### config.mk
export PLATFORM = sky130hd
export DESIGN_NAME = ddri_init_ctrl
export DESIGN_NICKNAME = d
export VERILOG_FILES = /design/src/rtl/ddri_pkg.sv /design/src/rtl/ddri_init_ctrl.sv /design/src/rtl/ddri_tick_cnt.sv
export VERILOG_INCLUDE_DIRS = /design/src /design/src/rtl
export SDC_FILE = /design/constraint.sdc
export NUM_CORES = 1
export LEC_CHECK = 0
export ABC_CLOCK_PERIOD_IN_PS = 8400
export BUFFER_PORTS_ARGS = -buffer_cell sky130_fd_sc_hd__buf_2
export CAP_MARGIN = 15
export CORE_ASPECT_RATIO = 0.5
export CORE_UTILIZATION = 35
export DETAILED_ROUTE_END_ITERATION = 6
export GPL_ROUTABILITY_DRIVEN = 0
export PLACE_DENSITY = 0.58
export SLEW_MARGIN = 30
export SYNTH_ARGS = -nofsm -noshare
export SYNTH_HDL_FRONTEND = slang
export SYNTH_SLANG_ARGS = --single-unit
### constraint.sdc
create_clock -name i_clk -period 8.4 [get_ports i_clk]
set_input_delay 0.42 -clock i_clk [delete_from_list [all_inputs] [get_ports i_clk]]
set_output_delay 0.42 -clock i_clk [all_outputs]
set_load 0.03 [all_outputs]
### src/rtl/ddri_consts.svh
// constants for the ddr2 power-up initialisation controller
`ifndef DDRI_CONSTS_SVH
`define DDRI_CONSTS_SVH

// apb register offsets
`define DDRI_OFF_CTRL 8'h00
`define DDRI_OFF_STATUS 8'h04
`define DDRI_OFF_MR 8'h08
`define DDRI_OFF_EMR 8'h0c
`define DDRI_OFF_EMR2 8'h10
`define DDRI_OFF_EMR3 8'h14

// register bits
`define DDRI_CTRL_START 0
`define DDRI_STAT_BUSY 0
`define DDRI_STAT_READY 1
`define DDRI_STAT_CFG_ERR 2
`define DDRI_STAT_CKE 3

// reset values: burst of 4, sequential, cl 4, write recovery 3
`define DDRI_MR_RST 13'h0442
`define DDRI_EMR_RST 13'h0000
`define DDRI_EMR2_RST 13'h0000
`define DDRI_EMR3_RST 13'h0000

// mode register fields
`define DDRI_BL_LSB 0
`define DDRI_BL_MSB 2
`define DDRI_BL_4 3'h2
`define DDRI_BL_8 3'h3
`define DDRI_CL_LSB 4
`define DDRI_CL_MSB 6
`define DDRI_CL_MIN 3'h3
`define DDRI_CL_MAX 3'h6
`define DDRI_TEST_MODE_SELECT_BIT 7
`define DDRI_DLL_RELOCK_BIT 8
`define DDRI_WR_LSB 9
`define DDRI_WR_MSB 11
`define DDRI_WR_MIN 3'h1
`define DDRI_WR_MAX 3'h5

// extended mode register fields and the precharge all address bit
`define DDRI_EMR_DLL_BIT 0
`define DDRI_DRV_CAL_BIT_LOW 7
`define DDRI_DRV_CAL_BIT_HIGH 9
`define DDRI_PRE_ALL_BIT 10

// bank selects
`define DDRI_BA_MR 2'h0
`define DDRI_BA_EMR 2'h1
`define DDRI_BA_EMR2 2'h2
`define DDRI_BA_EMR3 2'h3

// commands as {cs_n, ras_n, cas_n, we_n}
`define DDRI_CMD_NOP 4'h7
`define DDRI_CMD_LM 4'h0
`define DDRI_CMD_PRE 4'h2
`define DDRI_CMD_REF 4'h1
`define DDRI_CMD_WRITE 4'h4

// timing
`define DDRI_CLK_NS 4
`define DDRI_CK_DIV 8
`define DDRI_T_INIT_NS 200000
`define DDRI_T_PRE_NS 400
`define DDRI_DLL_CK 200
`define DDRI_MODE_SET_DELAY_CK 2
`define DDRI_RP_CK 4
`define DDRI_RFC_CK 8
`define DDRI_WRITE_GAP_CK 8
`define DDRI_REF_COUNT 2'h2

`endif

### src/rtl/ddri_pkg.sv
// types for the ddr2 power-up initialisation controller
package ddri_pkg;
  typedef enum logic [3:0] {
    ST_OFF,
    ST_POWER,
    ST_PREA1,
    ST_EMR2,
    ST_EMR3,
    ST_EMR_DLL,
    ST_MR_RST,
    ST_PREA2,
    ST_REF,
    ST_WR_DUMMY,
    ST_MR_OP,
    ST_EMR_CAL1,
    ST_EMR_CAL0,
    ST_DLL_WAIT,
    ST_READY
  } ddri_state_t;
endpackage : ddri_pkg

### src/rtl/ddri_init_ctrl.sv
// ddr2 power-up initialisation controller with apb control registers
// Function
// - termination control is held low through power-up and initialisation
// - only nops for at least 200 us, then clock enable goes high
// - wait at least 400 ns more, then precharge all first
// - load mode to extended register 2 with bank 1 high, bank 0 low
// - load mode to extended register 3 with both bank bits high
// - enable dll through extended register, a0 low, calibration bits zero
// - reset dll through main register with relock bit high, cke high
// - then precharge all, two refreshes, one dummy write
// - program main register again with relock bit low
// - extended register with calibration ones, then again with zeros
// - main register selected with both bank bits zero
// - every mode write carries the full register value
// - load mode only with banks idle; wait mode set delay after
// - test mode bit always written zero
// - cas latency field limited to 3 through 6
// - write recovery field limited to 2 through 6 clocks
// - after dll reset wait 200 clocks before any read
`include "ddri_consts.svh"

module ddri_init_ctrl #(
  parameter int P_ADDR_W = 13,
  parameter int P_CK_DIV = `DDRI_CK_DIV,
  parameter int P_WAIT_W = 16,
  parameter int P_INIT_CK = (`DDRI_T_INIT_NS + `DDRI_CLK_NS * `DDRI_CK_DIV - 1)
                            / (`DDRI_CLK_NS * `DDRI_CK_DIV),
  parameter int P_PRE_CK = (`DDRI_T_PRE_NS + `DDRI_CLK_NS * `DDRI_CK_DIV - 1)
                           / (`DDRI_CLK_NS * `DDRI_CK_DIV),
  parameter int P_DLL_CK = `DDRI_DLL_CK,
  parameter int P_MRD_CK = `DDRI_MODE_SET_DELAY_CK,
  parameter int P_RP_CK = `DDRI_RP_CK,
  parameter int P_RFC_CK = `DDRI_RFC_CK,
  parameter int P_WGAP_CK = `DDRI_WRITE_GAP_CK
) (
  // clock and reset
  input wire logic i_clk,
  input wire logic i_rst,
  input wire logic i_ce,
  // apb slave
  input wire logic i_psel,
  input wire logic i_penable,
  input wire logic i_pwrite,
  input wire logic [7:0] i_paddr,
  input wire logic [31:0] i_pwdata,
  output logic [31:0] o_prdata,
  output logic o_pready,
  output logic o_pslverr,
  // memory command pins
  output logic o_ck,
  output logic o_ck_n,
  output logic o_cke,
  output logic o_odt,
  output logic o_cs_n,
  output logic o_ras_n,
  output logic o_cas_n,
  output logic o_we_n,
  output logic [1:0] o_ba,
  output logic [P_ADDR_W-1:0] o_addr
);
  localparam int HALF = P_CK_DIV / 2;
  localparam int DIV_W = $clog2(P_CK_DIV);
  localparam logic [DIV_W-1:0] DIV_LAST = DIV_W'(P_CK_DIV - 1);
  localparam logic [DIV_W-1:0] DIV_HALF = DIV_W'(HALF);
  // full count: a start lands anywhere inside a ck period, so one tick is partial
  localparam logic [P_WAIT_W-1:0] LD_INIT = P_WAIT_W'(P_INIT_CK);
  localparam logic [P_WAIT_W-1:0] LD_PRE = P_WAIT_W'(P_PRE_CK - 1);
  localparam logic [P_WAIT_W-1:0] LD_DLL = P_WAIT_W'(P_DLL_CK - 1);
  localparam logic [P_WAIT_W-1:0] LD_MRD = P_WAIT_W'(P_MRD_CK - 1);
  localparam logic [P_WAIT_W-1:0] LD_RP = P_WAIT_W'(P_RP_CK - 1);
  localparam logic [P_WAIT_W-1:0] LD_RFC = P_WAIT_W'(P_RFC_CK - 1);
  localparam logic [P_WAIT_W-1:0] LD_WGAP = P_WAIT_W'(P_WGAP_CK - 1);

  // registers
  logic [P_ADDR_W-1:0] mr;
  logic [P_ADDR_W-1:0] emr;
  logic [P_ADDR_W-1:0] emr2;
  logic [P_ADDR_W-1:0] emr3;
  logic cfg_err;
  logic [DIV_W-1:0] div_cnt;
  logic [1:0] ref_cnt;
  ddri_pkg::ddri_state_t state;

  // combinational
  ddri_pkg::ddri_state_t next_state;
  logic [3:0] next_cmd;
  logic [1:0] next_ba;
  logic [P_ADDR_W-1:0] next_addr;
  logic [P_WAIT_W-1:0] next_gap;
  logic next_dll_load;

  // ck made here by dividing i_clk; commands change on its falling edge
  wire [DIV_W-1:0] next_div = (div_cnt == DIV_LAST) ? '0 : div_cnt + DIV_W'(1);
  wire tick = (next_div == DIV_HALF);
  wire ck_high = (next_div < DIV_HALF);

  // apb decode
  wire acc = i_psel && i_penable && o_pready;
  wire wr = acc && i_pwrite;
  wire sel_ctrl = (i_paddr == `DDRI_OFF_CTRL);
  wire sel_stat = (i_paddr == `DDRI_OFF_STATUS);
  wire sel_mr = (i_paddr == `DDRI_OFF_MR);
  wire sel_emr = (i_paddr == `DDRI_OFF_EMR);
  wire sel_emr2 = (i_paddr == `DDRI_OFF_EMR2);
  wire sel_emr3 = (i_paddr == `DDRI_OFF_EMR3);
  wire mapped = sel_ctrl || sel_stat || sel_mr || sel_emr || sel_emr2 || sel_emr3;
  wire idle = (state == ddri_pkg::ST_OFF) || (state == ddri_pkg::ST_READY);
  wire busy = !idle;
  // mode registers frozen while a sequence runs so each write is whole
  wire wr_mode = wr && idle;

  // configuration check before a sequence may start
  wire [2:0] bl_f = mr[`DDRI_BL_MSB:`DDRI_BL_LSB];
  wire [2:0] cl_f = mr[`DDRI_CL_MSB:`DDRI_CL_LSB];
  wire [2:0] wr_f = mr[`DDRI_WR_MSB:`DDRI_WR_LSB];
  wire bl_ok = (bl_f == `DDRI_BL_4) || (bl_f == `DDRI_BL_8);
  wire cl_ok = (cl_f >= `DDRI_CL_MIN) && (cl_f <= `DDRI_CL_MAX);
  wire wrr_ok = (wr_f >= `DDRI_WR_MIN) && (wr_f <= `DDRI_WR_MAX);
  wire cfg_ok = bl_ok && cl_ok && wrr_ok;
  wire start_req = wr && sel_ctrl && i_pwdata[`DDRI_CTRL_START] && idle;
  wire start_ok = start_req && cfg_ok;

  // mode values driven on the address pins; always the whole register
  logic [P_ADDR_W-1:0] mr_op;
  logic [P_ADDR_W-1:0] mr_rst;
  logic [P_ADDR_W-1:0] emr_dll;
  logic [P_ADDR_W-1:0] emr_cal1;
  logic [P_ADDR_W-1:0] emr_cal0;
  logic [P_ADDR_W-1:0] pre_all;

  always_comb begin
    mr_op = mr;
    mr_op[`DDRI_TEST_MODE_SELECT_BIT] = 1'b0;
    mr_op[`DDRI_DLL_RELOCK_BIT] = 1'b0;
    mr_rst = mr_op;
    mr_rst[`DDRI_DLL_RELOCK_BIT] = 1'b1;
    emr_cal0 = emr;
    emr_cal0[`DDRI_DRV_CAL_BIT_HIGH:`DDRI_DRV_CAL_BIT_LOW] = 3'h0;
    emr_cal1 = emr;
    emr_cal1[`DDRI_DRV_CAL_BIT_HIGH:`DDRI_DRV_CAL_BIT_LOW] = 3'h7;
    emr_dll = emr_cal0;
    emr_dll[`DDRI_EMR_DLL_BIT] = 1'b0;
    pre_all = '0;
    pre_all[`DDRI_PRE_ALL_BIT] = 1'b1;
  end

  // wait between commands and the dll lock wait
  logic wait_zero;
  logic dll_zero;
  wire issue = tick && wait_zero && busy && (state != ddri_pkg::ST_POWER)
               && (state != ddri_pkg::ST_DLL_WAIT);
  wire power_done = tick && wait_zero && (state == ddri_pkg::ST_POWER);
  wire ready_now = tick && wait_zero && dll_zero && (state == ddri_pkg::ST_DLL_WAIT);
  wire wait_load = start_ok || issue || power_done;
  wire [P_WAIT_W-1:0] wait_val = start_ok ? LD_INIT : (power_done ? LD_PRE : next_gap);

  ddri_tick_cnt #(.P_W(P_WAIT_W)) u_gap_wait (
    .i_clk(i_clk),
    .i_rst(i_rst),
    .i_ce(i_ce),
    .i_tick(tick),
    .i_load(wait_load),
    .i_load_val(wait_val),
    .o_zero(wait_zero)
  );

  ddri_tick_cnt #(.P_W(P_WAIT_W)) u_dll_wait (
    .i_clk(i_clk),
    .i_rst(i_rst),
    .i_ce(i_ce),
    .i_tick(tick),
    .i_load(issue && next_dll_load),
    .i_load_val(LD_DLL),
    .o_zero(dll_zero)
  );

  // command each state issues, where it goes and the gap that follows
  always_comb begin
    next_state = state;
    next_cmd = `DDRI_CMD_NOP;
    next_ba = 2'h0;
    next_addr = '0;
    next_gap = LD_MRD;
    next_dll_load = 1'b0;
    case (state)
      ddri_pkg::ST_PREA1: begin
        next_cmd = `DDRI_CMD_PRE;
        next_addr = pre_all;
        next_gap = LD_RP;
        next_state = ddri_pkg::ST_EMR2;
      end
      ddri_pkg::ST_EMR2: begin
        next_cmd = `DDRI_CMD_LM;
        next_ba = `DDRI_BA_EMR2;
        next_addr = emr2;
        next_state = ddri_pkg::ST_EMR3;
      end
      ddri_pkg::ST_EMR3: begin
        next_cmd = `DDRI_CMD_LM;
        next_ba = `DDRI_BA_EMR3;
        next_addr = emr3;
        next_state = ddri_pkg::ST_EMR_DLL;
      end
      ddri_pkg::ST_EMR_DLL: begin
        next_cmd = `DDRI_CMD_LM;
        next_ba = `DDRI_BA_EMR;
        next_addr = emr_dll;
        next_state = ddri_pkg::ST_MR_RST;
      end
      ddri_pkg::ST_MR_RST: begin
        next_cmd = `DDRI_CMD_LM;
        next_ba = `DDRI_BA_MR;
        next_addr = mr_rst;
        next_dll_load = 1'b1;
        next_state = ddri_pkg::ST_PREA2;
      end
      ddri_pkg::ST_PREA2: begin
        next_cmd = `DDRI_CMD_PRE;
        next_addr = pre_all;
        next_gap = LD_RP;
        next_state = ddri_pkg::ST_REF;
      end
      ddri_pkg::ST_REF: begin
        next_cmd = `DDRI_CMD_REF;
        next_gap = LD_RFC;
        next_state = (ref_cnt == `DDRI_REF_COUNT - 2'h1) ? ddri_pkg::ST_WR_DUMMY
                                                       : ddri_pkg::ST_REF;
      end
      ddri_pkg::ST_WR_DUMMY: begin
        next_cmd = `DDRI_CMD_WRITE;
        next_gap = LD_WGAP;
        next_state = ddri_pkg::ST_MR_OP;
      end
      ddri_pkg::ST_MR_OP: begin
        next_cmd = `DDRI_CMD_LM;
        next_ba = `DDRI_BA_MR;
        next_addr = mr_op;
        next_state = ddri_pkg::ST_EMR_CAL1;
      end
      ddri_pkg::ST_EMR_CAL1: begin
        next_cmd = `DDRI_CMD_LM;
        next_ba = `DDRI_BA_EMR;
        next_addr = emr_cal1;
        next_state = ddri_pkg::ST_EMR_CAL0;
      end
      ddri_pkg::ST_EMR_CAL0: begin
        next_cmd = `DDRI_CMD_LM;
        next_ba = `DDRI_BA_EMR;
        next_addr = emr_cal0;
        next_state = ddri_pkg::ST_DLL_WAIT;
      end
      default: begin
        next_state = state;
      end
    endcase
  end

  // divided memory clock
  always_ff @(posedge i_clk or posedge i_rst) begin
    if (i_rst) begin
      div_cnt <= '0;
      o_ck <= 1'b1;
      o_ck_n <= 1'b0;
    end else if (i_ce) begin
      div_cnt <= next_div;
      o_ck <= ck_high;
      o_ck_n <= !ck_high;
    end
  end

  // sequencer
  always_ff @(posedge i_clk or posedge i_rst) begin
    if (i_rst) begin
      state <= ddri_pkg::ST_OFF;
      ref_cnt <= 2'h0;
    end else if (i_ce) begin
      if (start_ok) begin
        state <= ddri_pkg::ST_POWER;
        ref_cnt <= 2'h0;
      end else if (power_done) begin
        state <= ddri_pkg::ST_PREA1;
      end else if (ready_now) begin
        state <= ddri_pkg::ST_READY;
      end else if (issue) begin
        state <= next_state;
        if (state == ddri_pkg::ST_REF) begin
          ref_cnt <= ref_cnt + 2'h1;
        end
      end
    end
  end

  // command pins; cke low from reset until the first start and while the power-up nop wait runs
  always_ff @(posedge i_clk or posedge i_rst) begin
    if (i_rst) begin
      o_cke <= 1'b0;
      o_odt <= 1'b0;
      {o_cs_n, o_ras_n, o_cas_n, o_we_n} <= `DDRI_CMD_NOP;
      o_ba <= 2'h0;
      o_addr <= '0;
    end else if (i_ce) begin
      o_odt <= 1'b0;
      if (start_ok) begin
        o_cke <= 1'b0;
      end else if (power_done) begin
        o_cke <= 1'b1;
      end
      if (tick) begin
        {o_cs_n, o_ras_n, o_cas_n, o_we_n} <= issue ? next_cmd : `DDRI_CMD_NOP;
        o_ba <= issue ? next_ba : 2'h0;
        o_addr <= issue ? next_addr : '0;
      end
    end
  end

  // apb register file
  wire [31:0] stat_word = {28'h0, o_cke, cfg_err, (state == ddri_pkg::ST_READY), busy};
  wire [31:0] rd_mux =
    sel_ctrl ? 32'h0 :
    sel_stat ? stat_word :
    sel_mr ? {{(32 - P_ADDR_W){1'b0}}, mr} :
    sel_emr ? {{(32 - P_ADDR_W){1'b0}}, emr} :
    sel_emr2 ? {{(32 - P_ADDR_W){1'b0}}, emr2} :
    sel_emr3 ? {{(32 - P_ADDR_W){1'b0}}, emr3} : 32'h0;

  always_ff @(posedge i_clk or posedge i_rst) begin
    if (i_rst) begin
      o_pready <= 1'b0;
      o_prdata <= 32'h0;
      o_pslverr <= 1'b0;
    end else if (i_ce) begin
      o_pready <= i_psel && i_penable && !o_pready;
      o_prdata <= rd_mux;
      o_pslverr <= i_psel && i_penable && !o_pready && !mapped;
    end
  end

  always_ff @(posedge i_clk or posedge i_rst) begin
    if (i_rst) begin
      mr <= `DDRI_MR_RST;
      emr <= `DDRI_EMR_RST;
      emr2 <= `DDRI_EMR2_RST;
      emr3 <= `DDRI_EMR3_RST;
      cfg_err <= 1'b0;
    end else if (i_ce) begin
      if (wr_mode && sel_mr) begin
        mr <= i_pwdata[P_ADDR_W-1:0];
      end
      if (wr_mode && sel_emr) begin
        emr <= i_pwdata[P_ADDR_W-1:0];
      end
      if (wr_mode && sel_emr2) begin
        emr2 <= i_pwdata[P_ADDR_W-1:0];
      end
      if (wr_mode && sel_emr3) begin
        emr3 <= i_pwdata[P_ADDR_W-1:0];
      end
      // a refused start flags the bad field set; a good start clears it
      if (start_req) begin
        cfg_err <= !cfg_ok;
      end
    end
  end
endmodule : ddri_init_ctrl

### src/rtl/ddri_tick_cnt.sv
// down counter stepped by memory clock ticks
module ddri_tick_cnt #(
  parameter int P_W = 16
) (
  // clock and reset
  input wire logic i_clk,
  input wire logic i_rst,
  input wire logic i_ce,
  // control
  input wire logic i_tick,
  input wire logic i_load,
  input wire logic [P_W-1:0] i_load_val,
  // status
  output logic o_zero
);
  logic [P_W-1:0] cnt;

  assign o_zero = (cnt == '0);

  // load wins over a step so a fresh wait is never shortened
  always_ff @(posedge i_clk or posedge i_rst) begin
    if (i_rst) begin
      cnt <= '0;
    end else if (i_ce) begin
      if (i_load) begin
        cnt <= i_load_val;
      end else if (i_tick && !o_zero) begin
        cnt <= cnt - P_W'(1);
      end
    end
  end
endmodule : ddri_tick_cnt

==> key figures <==
Power
  – Switching Share: 0.340
  – Internal: 0.00147 W
  – P_sw: 0.000757 W
  – Leakage: between 3 and 4 nW
  – Clk network pwr share: 0.382
  – Combinational power share: 0.247
  – Power density over the cells: roughly 270 mW/mm^2
  – Worst vdd ir: around 0.15 mV
  – Sequential share of power: 0.371

Setup path
  – Slowest cell on crit path: dfrtp_1
  – Crit path DAT: 3370 ps
  – CP cell instances: and4b_1 -> o211ai_1 -> nor4_1 -> a31o_1 -> mux2i_1 -> a2bb2oi_1
  – CP Class: reg -> reg
  – CP max stage delay: a little under 900 ps
  – Crit Path Max Fanout: 27
  – Worst Path Buf+Inv: 0
  – Crit path launch type: flop
  – CP top delay family: simple AND/OR/NAND/NOR gates
  – Critical Path RT: between 8000 and 9000 ps
  – Worst setup EP type: flop

Logic synthesis
  – Post-Synthesis Mean Instance Area: 10.2 um^2
  – Top-area cell type share of the netlist area: 0.438
  – Synthesized flop and latch total: 129
  – Cells after Synth: 684
  – Post-Syn Area: between 0.006 and 0.007 mm^2
  – Top cells by area, synth: dfrtp_1 (44%), mux2_2 (10%), nor2_1 (3.4%)
  – Cell taking the most area after synthesis: dfrtp_1
  – Synth warn: 0
  – Sequential-to-total area share from yosys stat: 0.464
  – Distinct cells, synth: 74
  – Post-synth EDFFs: 0
  – FFs w/ async S/R, synth: 1.00
  – Main synth FF type: dfrtp_1

CTS
  – Hold_buf cts: 0
  – Sink Count: 129
  – CTS tree: yes
  – Root Driver: clkbuf_16
  – Post-CTS setup buffers: 0
  – Number of H-tree levels: 4
  – Post-CTS sizing: 0
  – CTS Buf Count: 17
  – Clk buf depth: 2
  – Latest clock arrival within the worst-skew pair: 430 ps
  – Clk slew on worst S/H paths: around 60 ps

Global routing
  – Global-route wire length before repair: 29300 um
  – Initial antenna violation count: 1
  – Gr usage total: 0.185
  – GRT overflow: 0
  – Vias in the first global route: 5272
  – Largest net degree at the start of global routing: 74

Timing
  – Period minus WS final: roughly 3000 ps
  – Clock skew: 9.09 ps
  – Worst-margin pin slew: 945 ps
  – Fin crit share: 0.366
  – Final hold violation count: 0
  – Worst Slack Setup Final: 5320 ps
  – RSZ-0062 raised after global routing: false
  – Slew margin rel.: 0.370
  – Max frequency: around 330 MHz
  – Slew Limit Fails: 0
  – Total negative setup slack: 0 ps
  – Final setup violation count: 0

Die
  – Area of the core: 0.0195 mm^2
  – Full die area: 0.0205 mm^2
  – Row cnt: 36
  – Initial core utilization: 0.357
  – Chip width: 202 um
  – IO Pins: roughly 100
  – Die height: 102 um

Placed design
  – Dpl ws: 5300 ps
  – Placed Area: 0.00742 mm^2
  – HPWL after detailed placement: 11800 um
  – Port bufs: 62

Detailed routing
  – Post-route ant nets: 0
  – Number of DRC markers in iteration 0: between 300 and 400
  – Met2 Wirelength: 8260 um
  – Post-detailed-route DRC marker count: 0
  – Met3 wire len: 821 um
  – Vias: 5519
  – DR top layer: met5
  – DRT Pass-1 Iters: 5
  – M1 wire length: 8690 um
  – Drt total wl: 18100 um
  – Wire per inst: 17.8 um
  – DR vias/cell: 5.45

Finish
  – Synth-to-Final Area Change: 16.2%
  – Fin area: 0.00810 mm^2
  – N_diodes: 0
  – Post-layout net count: 787
  – Share of layout cells above drive strength 1: 0.254
  – Fill count: ~1900

Min path
  – Worst hold path type: in -> async

Job
  – Maximum capacitance violations: 0

Run status
  – Outcome: complete, no violations
## logic make-up after synthesis
family,after synthesis,synth area share
buffers and inverters,72,0.0537
muxes,73,0.118
xor gates and xnor gates,17,0.0214
AOI/OAI and AO/OA,169,0.163
other,1,0.000538
DFF,129,0.464
and+or+nand+nor,216,0.167
adders and majority gates,7,0.0126
## layout by cell type (no fill, tap or decap), types with 4 or more instances in the layout
cell type / instances
a22o_1: 11
nor4_1: 9
o21ai_1: 16
nor3_1: 17
a21oi_1: 27
inv_1: 13
bufinv_16: 6
nand3_1: 11
xnor2_1: 11
nor2b_1: 4
dfrtp_1: 122
nand4_1: 6
o21ai_0: 29
or3_1: 4
ha_1: 7
clkbuf_16: 17
conb_1: 21
mux2_2: 64
nand2_1: 57
buf_2: 62
mux2i_1: 8
buf_4: 6
a31oi_1: 13
nor4_2: 5
a21o_1: 7
a22oi_1: 10
dfstp_2: 7
a221oi_1: 18
o21a_1: 4
o22ai_1: 4
xor2_1: 6
nor2_1: 63
nand2b_1: 8
o211ai_1: 4
## cell type report
type,instances,area [um^2],share of cell area
inverters,14,55.1,0.00680
well taps,266,333,0.0411
repair buffers,69,367,0.0453
multi-input cells,503,3440,0.424
flip-flops and latches,129,3240,0.400
clock buffers,21,460,0.0569
clock inverters,11,210,0.0260
## routing by layer
layer,up-vias,GRT usage
li1,2590,-
met5,-,0
met3,31,0.0409
met4,2,0.0752
met1,2750,0.252
met2,146,0.286
## power by group through the flow
stage | registers (W) | logic, W | clock network (W)
2_1_floorplan | 0.000830 | 0.000412 | 0
3_3_place_gp | 0.000830 | 0.000534 | 0
3_5_place_dp | 0.000832 | 0.000542 | 0
4_1_cts | 0.000822 | 0.000547 | 0.000864
5_1_grt | 0.000839 | 0.000607 | 0.000891
6_report | 0.000825 | 0.000549 | 0.000851
## registers in the layout, summed over array words and instances, names as in the netlist, 4 cells and up
name,flops
emr,13
u_dll_wait.cnt,16
o_prdata,13
o_addr,13
emr2,13
state,4
u_gap_wait.cnt,16
emr3,13
mr,13
## worst reg2reg max path, stage by stage, from the launching register on
cell and delay (ps):
dfrtp_1 880, and4b_1 390, o211ai_1 150, nor4_1 720, a31o_1 500, mux2i_1 250, a2bb2oi_1 80
## metrics by stage
| step | std cells | utilization | power [W] | hold WS, ps |
|---|---|---|---|---|
| final | 1013 | 0.415 | 0.00223 | 112 |
| after global routing | 1013 | 0.415 | 0.00234 | 172 |
| after CTS | 1013 | 0.415 | 0.00223 | 137 |
| after detailed placement | 981 | 0.381 | 0.00137 | 471 |
| after global placement | 981 | 0.381 | 0.00136 | 466 |
| after floorplan | 704 | - | 0.00124 | 450 |
## path summary, 6_finish.rpt
| path | start | to | slack (ps) | cells past startpoint |
|---|---|---|---|---|
| setup / recovery | state[1] | u_gap_wait.cnt[1] | 5320 | 6 |
| hold / removal | i_rst | u_gap_wait.cnt[13] | 110 | 2 |
| setup reg to reg | state[1] | u_gap_wait.cnt[1] | 5320 | 6 |
| hold reg to reg | o_addr[1] | o_addr[1] | 480 | 2 |
| max in group asynchronous | i_rst | u_gap_wait.cnt[3] | 7120 | 3 |
| min in group i_clk | i_pwdata[8] | emr3[8] | 270 | 2 |
## synthesized netlist by cell type, types with 4 or more instances
cell type and number:
a221oi_1 18, inv_1 14, buf_2 11, a21o_1 7, xor2_1 6, nor2_1 63, a22o_1 11, nand3_1 11
nor4_1 9, buf_1 5, xnor2_1 11, nor4_2 5, mux2i_1 8, ha_1 7, nor2b_1 4, buf_4 22
o21a_1 4, o211ai_1 4, o22ai_1 4, dfstp_2 7, nand4_1 6, nor3_1 17, a22oi_1 10, a21oi_1 27
clkbuf_1 19, o21ai_0 29, dfrtp_1 122, nand2b_1 8, or3_1 4, mux2_2 64, nand2_1 57, a31oi_1 13
o21ai_1 16
No activity file was read; power rests on OpenSTA's default activity.
